### config.mk
export PLATFORM = sky130hd
export DESIGN_NAME = port_s_p_l_ad_pin_mux
export DESIGN_NICKNAME = d
export VERILOG_FILES = /design/src/pin_mux_pkg.sv /design/src/pin_sync.sv /design/src/port_s_p_l_ad_pin_mux.sv
export VERILOG_INCLUDE_DIRS = /design/src
export SDC_FILE = /design/constraint.sdc
export NUM_CORES = 1
export LEC_CHECK = 0
export BUFFER_PORTS_ARGS = -buffer_cell sky130_fd_sc_hd__buf_2
export CORE_MARGIN = 8
export CORE_UTILIZATION = 47
export DETAILED_ROUTE_END_ITERATION = 12
export GPL_TIMING_DRIVEN = 0
export MAX_ROUTING_LAYER = met4
export PLACE_DENSITY = 0.91
export RECOVER_POWER = 50
export SYNTH_ARGS = -nofsm -noshare
export SYNTH_HDL_FRONTEND = slang
export SYNTH_SLANG_ARGS = --single-unit
### constraint.sdc
create_clock -name clk -period 1.8 [get_ports clk]
set_input_delay 0.18 -clock clk [delete_from_list [all_inputs] [get_ports clk]]
set_output_delay 0.18 -clock clk [all_outputs]
set_load 0.05 [all_outputs]
### src/pin_mux_params.svh
// Constants for the port S, P, L and AD pin multiplexer
// Behaviour
// - Shared pin output goes to highest listed function, down to general-purpose port.
// - Port S pin 3: clock out, MOSI, routed transmit 1, routed PWM 5, routed trigger 1 input, port.
// - Port S pin 2: MISO, routed receive 1, routed PWM 4, routed trigger 0 input, port.
// - Port S pin 1: transmit 1, routed LIN bit, routed transmit 0, port.
// - Port S pin 0 feeds receive 1 or routed receive 0, else port.
// - Port P pin 5: maskable interrupt ahead of PWM 5; trigger 1, port.
// - Port P pin 4: PWM 4, then port; trigger 0 input.
// - Port P pin 2: PWM 2, then switchable supply output, then port.
// - Port P pin 1: nonmaskable interrupt before PWM 1; pin 0 PWM 0 before port.
// - Port L pins 3..0 are input-only high-voltage inputs; inputs after reset.
// - Port AD pins 5..0: analog input beats port use; port after reset.
// - Routed alternative claims its pin only when its routing option selects it.
`ifndef PIN_MUX_PARAMS_SVH
`define PIN_MUX_PARAMS_SVH
`define PORT_S_WIDTH 6
`define PORT_P_WIDTH 6
`define PORT_L_WIDTH 4
`define PORT_AD_WIDTH 6
`define PORT_RESET_VALUE 6'h00
`define PORT_L_RESET_VALUE 4'h0
`endif

### src/pin_mux_pkg.sv
// Types for the port S, P, L and AD pin multiplexer
`include "pin_mux_params.svh"
package pin_mux_pkg;
    // Peripheral output requests into the multiplexer
    typedef struct packed {
        logic       free_running_clock_out_en;
        logic       free_running_clock_out;
        logic       spi_ss_en;
        logic       spi_ss_out;
        logic       spi_sck_en;
        logic       spi_sck_out;
        logic       spi_mosi_en;
        logic       spi_mosi_out;
        logic       spi_miso_en;
        logic       spi_miso_out;
        logic       serial_if1_transmit_en;
        logic       serial_if1_transmit;
        logic       serial_if0_transmit;
        logic       lin_transceiver_reg_bit_out;
        logic [5:0] pwm_en;
        logic [5:0] pwm_out;
        logic       switchable_supply_out_en;
        logic       irq_enable;
        logic       nonmaskable_interrupt_en;
    } periph_out_t;

    // Routing choices for alternative pins
    typedef struct packed {
        logic serial_if1_to_s3_s2;
        logic pulse_width_channel_5_to_s3;
        logic pulse_width_channel_4_to_s2;
        logic trig1_from_s3;
        logic trig0_from_s2;
        logic lin_bit_to_s1;
        logic serial_if0_to_s1_s0;
        logic [3:0] port_l_adc_link;
    } routing_t;

    // General-purpose port settings
    typedef struct packed {
        logic [5:0] port_s_data;
        logic [5:0] port_s_dir;
        logic [5:0] port_p_data;
        logic [5:0] port_p_dir;
        logic [5:0] port_ad_data;
        logic [5:0] port_ad_dir;
        logic [5:0] analog_channel_en;
    } gpio_ctrl_t;

    // Synchronised inputs returned to peripherals
    typedef struct packed {
        logic       serial_if1_receive;
        logic       serial_if0_receive;
        logic       spi_miso_in;
        logic       spi_mosi_in;
        logic       spi_sck_in;
        logic       spi_ss_in;
        logic       adc_trigger_in_0;
        logic       adc_trigger_in_1;
        logic       irq_in;
        logic       nonmaskable_interrupt_in;
        logic [5:0] port_s_gpio;
        logic [5:0] port_p_gpio;
        logic [3:0] port_l_gpio;
        logic [5:0] port_ad_gpio;
        logic [3:0] high_voltage_input_adc;
    } periph_in_t;
endpackage

### src/pin_sync.sv
// Two-flop synchroniser for a bus of pin inputs
`timescale 1ns/10ps
module pin_sync #(
    parameter int WIDTH = 6
) (
    input  wire logic             clk,
    input  wire logic             reset_n,
    input  wire logic [WIDTH-1:0] async_in,
    output logic      [WIDTH-1:0] sync_out
);
    logic [WIDTH-1:0] stage_one;

    // First stage feeds only the second
    always_ff @(posedge clk) begin
        if (!reset_n) begin
            stage_one <= '0;
            sync_out  <= '0;
        end else begin
            stage_one <= async_in;
            sync_out  <= stage_one;
        end
    end
endmodule

### src/port_s_p_l_ad_pin_mux.sv
// Output-priority pin multiplexer for ports S, P, L and AD
`timescale 1ns/10ps
`include "pin_mux_params.svh"
module port_s_p_l_ad_pin_mux
    import pin_mux_pkg::*;
(
    input  wire logic                        clk,
    input  wire logic                        reset_n,
    input  wire periph_out_t                 periph_out,
    input  wire routing_t                    routing,
    input  wire gpio_ctrl_t                  gpio_ctrl,
    input  wire logic [`PORT_S_WIDTH-1:0]    port_s_pin_in,
    input  wire logic [`PORT_P_WIDTH-1:0]    port_p_pin_in,
    input  wire logic [`PORT_L_WIDTH-1:0]    port_l_pin_in,
    input  wire logic [`PORT_AD_WIDTH-1:0]   port_ad_pin_in,
    output logic      [`PORT_S_WIDTH-1:0]    port_s_pin_out,
    output logic      [`PORT_S_WIDTH-1:0]    port_s_pin_oe,
    output logic      [`PORT_P_WIDTH-1:0]    port_p_pin_out,
    output logic      [`PORT_P_WIDTH-1:0]    port_p_pin_oe,
    output logic      [`PORT_AD_WIDTH-1:0]   port_ad_pin_out,
    output logic      [`PORT_AD_WIDTH-1:0]   port_ad_pin_oe,
    output logic      [`PORT_AD_WIDTH-1:0]   analog_channel_in_sel,
    output periph_in_t                       periph_in
);
    logic [5:0] s_sync;
    logic [5:0] p_sync;
    logic [3:0] l_sync;
    logic [5:0] ad_sync;
    logic [5:0] next_s_out;
    logic [5:0] next_s_oe;
    logic [5:0] next_p_out;
    logic [5:0] next_p_oe;

    // Pin inputs pass two flops first
    pin_sync #(
        .WIDTH    (`PORT_S_WIDTH)
    ) u_sync_s (
        .clk      (clk),
        .reset_n  (reset_n),
        .async_in (port_s_pin_in),
        .sync_out (s_sync)
    );
    pin_sync #(
        .WIDTH    (`PORT_P_WIDTH)
    ) u_sync_p (
        .clk      (clk),
        .reset_n  (reset_n),
        .async_in (port_p_pin_in),
        .sync_out (p_sync)
    );
    pin_sync #(
        .WIDTH    (`PORT_L_WIDTH)
    ) u_sync_l (
        .clk      (clk),
        .reset_n  (reset_n),
        .async_in (port_l_pin_in),
        .sync_out (l_sync)
    );
    pin_sync #(
        .WIDTH    (`PORT_AD_WIDTH)
    ) u_sync_ad (
        .clk      (clk),
        .reset_n  (reset_n),
        .async_in (port_ad_pin_in),
        .sync_out (ad_sync)
    );

    // Port S output priority chains
    always_comb begin
        next_s_out = gpio_ctrl.port_s_data;
        next_s_oe  = gpio_ctrl.port_s_dir;
        // Pin 5 and 4: SPI select and clock over port
        if (periph_out.spi_ss_en) begin
            next_s_out[5] = periph_out.spi_ss_out;
            next_s_oe[5]  = 1'b1;
        end
        if (periph_out.spi_sck_en) begin
            next_s_out[4] = periph_out.spi_sck_out;
            next_s_oe[4]  = 1'b1;
        end
        // Pin 3
        if (periph_out.free_running_clock_out_en) begin
            next_s_out[3] = periph_out.free_running_clock_out;
            next_s_oe[3]  = 1'b1;
        end else if (periph_out.spi_mosi_en) begin
            next_s_out[3] = periph_out.spi_mosi_out;
            next_s_oe[3]  = 1'b1;
        end else if (routing.serial_if1_to_s3_s2 && periph_out.serial_if1_transmit_en) begin
            next_s_out[3] = periph_out.serial_if1_transmit;
            next_s_oe[3]  = 1'b1;
        end else if (routing.pulse_width_channel_5_to_s3 && periph_out.pwm_en[5]) begin
            next_s_out[3] = periph_out.pwm_out[5];
            next_s_oe[3]  = 1'b1;
        end else if (routing.trig1_from_s3) begin
            next_s_oe[3]  = 1'b0;
        end
        // Pin 2
        if (periph_out.spi_miso_en) begin
            next_s_out[2] = periph_out.spi_miso_out;
            next_s_oe[2]  = 1'b1;
        end else if (routing.serial_if1_to_s3_s2) begin
            next_s_oe[2]  = 1'b0;
        end else if (routing.pulse_width_channel_4_to_s2 && periph_out.pwm_en[4]) begin
            next_s_out[2] = periph_out.pwm_out[4];
            next_s_oe[2]  = 1'b1;
        end else if (routing.trig0_from_s2) begin
            next_s_oe[2]  = 1'b0;
        end
        // Pin 1
        if (!routing.serial_if1_to_s3_s2 && periph_out.serial_if1_transmit_en) begin
            next_s_out[1] = periph_out.serial_if1_transmit;
            next_s_oe[1]  = 1'b1;
        end else if (routing.lin_bit_to_s1) begin
            next_s_out[1] = periph_out.lin_transceiver_reg_bit_out;
            next_s_oe[1]  = 1'b1;
        end else if (routing.serial_if0_to_s1_s0) begin
            next_s_out[1] = periph_out.serial_if0_transmit;
            next_s_oe[1]  = 1'b1;
        end
        // Pin 0 is receive when a serial interface owns it
        if (!routing.serial_if1_to_s3_s2 || routing.serial_if0_to_s1_s0) begin
            next_s_oe[0] = 1'b0;
        end
    end

    // Port P output priority chains
    always_comb begin
        next_p_out = gpio_ctrl.port_p_data;
        next_p_oe  = gpio_ctrl.port_p_dir;
        // Pin 5: interrupt input ahead of PWM 5
        if (periph_out.irq_enable) begin
            next_p_oe[5] = 1'b0;
        end else if (!routing.pulse_width_channel_5_to_s3 && periph_out.pwm_en[5]) begin
            next_p_out[5] = periph_out.pwm_out[5];
            next_p_oe[5]  = 1'b1;
        end
        // Pin 4
        if (!routing.pulse_width_channel_4_to_s2 && periph_out.pwm_en[4]) begin
            next_p_out[4] = periph_out.pwm_out[4];
            next_p_oe[4]  = 1'b1;
        end
        // Pin 3
        if (periph_out.pwm_en[3]) begin
            next_p_out[3] = periph_out.pwm_out[3];
            next_p_oe[3]  = 1'b1;
        end
        // Pin 2: PWM 2, else supply switch, else port
        if (periph_out.pwm_en[2]) begin
            next_p_out[2] = periph_out.pwm_out[2];
            next_p_oe[2]  = 1'b1;
        end else if (periph_out.switchable_supply_out_en) begin
            next_p_out[2] = 1'b1;
            next_p_oe[2]  = 1'b1;
        end
        // Pin 1: nonmaskable interrupt ahead of PWM 1
        if (periph_out.nonmaskable_interrupt_en) begin
            next_p_oe[1] = 1'b0;
        end else if (periph_out.pwm_en[1]) begin
            next_p_out[1] = periph_out.pwm_out[1];
            next_p_oe[1]  = 1'b1;
        end
        // Pin 0
        if (periph_out.pwm_en[0]) begin
            next_p_out[0] = periph_out.pwm_out[0];
            next_p_oe[0]  = 1'b1;
        end
    end

    // Registered port S and P drivers
    always_ff @(posedge clk) begin
        if (!reset_n) begin
            port_s_pin_out <= `PORT_RESET_VALUE;
            port_s_pin_oe  <= `PORT_RESET_VALUE;
            port_p_pin_out <= `PORT_RESET_VALUE;
            port_p_pin_oe  <= `PORT_RESET_VALUE;
        end else begin
            port_s_pin_out <= next_s_out;
            port_s_pin_oe  <= next_s_oe;
            port_p_pin_out <= next_p_out;
            port_p_pin_oe  <= next_p_oe;
        end
    end

    // Port AD: analog selection beats port drive
    always_ff @(posedge clk) begin
        if (!reset_n) begin
            port_ad_pin_out       <= `PORT_RESET_VALUE;
            port_ad_pin_oe        <= `PORT_RESET_VALUE;
            analog_channel_in_sel <= `PORT_RESET_VALUE;
        end else begin
            port_ad_pin_out       <= gpio_ctrl.port_ad_data;
            port_ad_pin_oe        <= gpio_ctrl.port_ad_dir & ~gpio_ctrl.analog_channel_en;
            analog_channel_in_sel <= gpio_ctrl.analog_channel_en;
        end
    end

    // Inputs returned to peripherals
    always_ff @(posedge clk) begin
        if (!reset_n) begin
            periph_in <= '0;
        end else begin
            periph_in.serial_if1_receive <= routing.serial_if1_to_s3_s2 ? s_sync[2]
                                                                         : s_sync[0];
            periph_in.serial_if0_receive <= routing.serial_if0_to_s1_s0 ? s_sync[0]
                                                                         : 1'b1;
            periph_in.spi_miso_in        <= s_sync[2];
            periph_in.spi_mosi_in        <= s_sync[3];
            periph_in.spi_sck_in         <= s_sync[4];
            periph_in.spi_ss_in          <= s_sync[5];
            periph_in.adc_trigger_in_0   <= routing.trig0_from_s2 ? s_sync[2] : p_sync[4];
            periph_in.adc_trigger_in_1   <= routing.trig1_from_s3 ? s_sync[3] : p_sync[5];
            periph_in.irq_in             <= periph_out.irq_enable ? p_sync[5] : 1'b1;
            periph_in.nonmaskable_interrupt_in <= p_sync[1];
            periph_in.port_s_gpio        <= s_sync;
            periph_in.port_p_gpio        <= p_sync;
            periph_in.port_l_gpio        <= l_sync;
            periph_in.port_ad_gpio       <= ad_sync;
            periph_in.high_voltage_input_adc <= l_sync & routing.port_l_adc_link;
        end
    end
endmodule

==> impl_metrics.tcl <==
set metrics [dict create \
    worstSkewPairLatency_ps 500 \
    finalCritPeriodShare 0.8984 \
    core_area_sq_um 7176 \
    synthTopCellsByArea "dfxtp_1 68%, and2_1 14%, mux2i_1 3.5%, nor2_1 2.6%, nor3b_1 1.7%" \
    dp_cells 584 \
    r2r_slack_ps 1130 \
    ant_nets 0 \
    fp.dieW_um 101.7 \
    drt-initial-drc-count 147 \
    cts_max_level 4 \
    cts_made_buffers 17 \
    max_freq_mhz 618.4 \
    worst_ep_arrival_time_ps 1970 \
    max_stage_delay_ps 590 \
    hold_path.class "input pin to flop" \
    grt_use_total 0.2573 \
    fin_cells 707 \
    gp_congestion 0.8597 \
    design.die.area_sq_um 10340 \
    drive_above_1_share 0.3570 \
    grt_pass1_vias 3736 \
    cts_setup_buffers 0 \
    cts_resized 0 \
    syn_inst 302 \
    fillers 371 \
    final_util 0.8223 \
    io_pins 184 \
    whs_path_depth 3 \
    final_cell_mix "178 x buf_2, 117 x dfxtp_1, 88 x dlygate4sd3_1" \
    ys_ff_latch 117 \
    avgRoutedWirePerCell_um 18.19 \
    final_cell_area_sq_um 5901 \
    leakagePower_nw 2.881 \
    layout.area.seq_sq_um 2342 \
    synth_nets 408 \
    cts-hold-fix-buffers 88 \
    grt-ovfl-total 0 \
    start_util 0.4807 \
    slew_viol_final 0 \
    grt_max_degree 17 \
    max-clock-path-buffers 2 \
    routed_wirelength_um 12860 \
    io_buffers 183 \
    area_growth_pct 71.06 \
    place_ws_ps 574.4 \
    cp-start-kind "input pin" \
    synth_area_per_cell_sq_um 11.42 \
    crit_path_end_kind "flop" \
    hold_ws_ps 51.33 \
    rsz0062_at_grt "no" \
    max_cap_viol_count 0 \
    avgViaCountPerCell 4.731 \
    nets 698 \
    crit_chain "dlygate4sd3_1, buf_2, nor3b_1, mux2i_1, dlygate4sd3_1, nor2_1" \
    ctsRootBufferMaster "clkbuf_8" \
    drcViolationCount 0 \
    final_common_cell "buf_2" \
    crit_type "input pin to flop" \
    via_count 3345 \
    critPathSlowestCell "dlygate4sd3_1" \
    clock_skew_ps 6.513 \
    power_mw 6.593 \
    p_per_area_nw_per_um2 1117 \
    syn-cell-area_sq_um 3450 \
    antenna_found_initial 3 \
    cts_num_sinks 117 \
    fin_crit_ps 1617 \
    status "completed" \
    r2r_cells 2 \
    path_max_fanout 3 \
    dieHeight_um 101.7 \
    ys_warn_count 0 \
    dpl-instance-area_sq_um 4489 \
    fin_ws_ps 183.0 \
    rows 31 \
    synth-seq-area-share 0.6790 \
    vdd_drop_max_uv 887.9 \
    ys_types 26 \
    dr.pass1.iters 4 \
    required_ps 2160 \
    multi_input_area_sq_um 989.7 \
    tns_ps 0 \
    place_hpwl_um 7654 \
    grt_pass1_wl_um 19270 \
    hold_viol 0 \
    yosysTopAreaCell "dfxtp_1" \
    netlist.area_leader.share 0.6790 \
    finalSetupViolCount 0 \
    slew_headroom 0.5910 \
    crit_top_cell "dlygate4sd3_1" \
    cts_tree "done" \
    clk_pin_slew_worst_paths_ps 60 \
    worst_pin_slew_ps 613.6 \
]
[cells by family after synthesis]
family,share of synthesized area
compound gates,0.02865
buf+inv,0.03301
flops,0.6790
mux,0.03482
simple gates,0.2245
[final cells by class]
cell class,instances,area share
clock inverter,14,0.01972
multi-input combinational,160,0.1677
tap,99,0.02099
timing repair buffer,271,0.3034
buffer,17,0.01399
clock buffer,18,0.07082
sequential,117,0.3969
inverter,8,0.005089
antenna,3,0.001272
[critical path, delay by kind of cell]
family / cells / cell delay, ps
buffers and inverters: 3 / 1260
AND/OR/NAND/NOR: 2 / 290
multiplexers: 1 / 230
[path summary, 6_finish.rpt]
path / startpoint / endpoint
worst min-delay path: periph_out[13] / port_p_pin_oe[4]
worst min register to register: u_sync_l.stage_one[0] / u_sync_l.sync_out[0]
worst max-delay path: periph_out[1] / port_p_pin_out[5]
worst max register to register: u_sync_p.sync_out[5] / periph_in[19]
[cells in the mapped netlist, drive strengths merged]
library cell,count
mux2i,12
inv,8
nor3,7
o31a,1
and2,77
a21bo,1
clkbuf,11
nand3,1
nand2,3
and3b,2
nor3b,8
a211o,1
and4b,1
a211oi,2
buf,6
nor2b,5
a21oi,7
o21ai,1
nand2b,1
and3,4
nor2,24
dfxtp,117
a31oi,2
[state kept, by name, summed over array words and instances (netlist names)]
name and count:
u_sync_ad.stage_one 6, u_sync_ad.sync_out 6, port_ad_pin_oe 6, u_sync_p.sync_out 6
u_sync_l.stage_one 4, periph_in 31, port_s_pin_out 6, port_s_pin_oe 6
analog_channel_in_sel 6, u_sync_s.sync_out 6, port_p_pin_oe 6, port_p_pin_out 6
u_sync_s.stage_one 6, u_sync_l.sync_out 4, port_ad_pin_out 6, u_sync_p.stage_one 6
[metal layers]
layer,part of all wire,up-vias,routed length (um),global-route usage
met5,0,-,0,-
met4,0.036,0,461,0.1432
met3,0.094,43,1209,0.09553
met2,0.53,192,6839,0.4598
met1,0.34,1567,4348,0.2293
li1,-,1543,-,-
[power breakdown]
group          switching, mW  leakage [nW]  internal (mW)
Combinational          0.504          1.66          0.341
Sequential            0.0359         0.966           2.71
Clock                   1.27         0.252           1.73
Total                   1.81          2.88           4.78
Note: power is estimated with default switching activity, not from simulation.
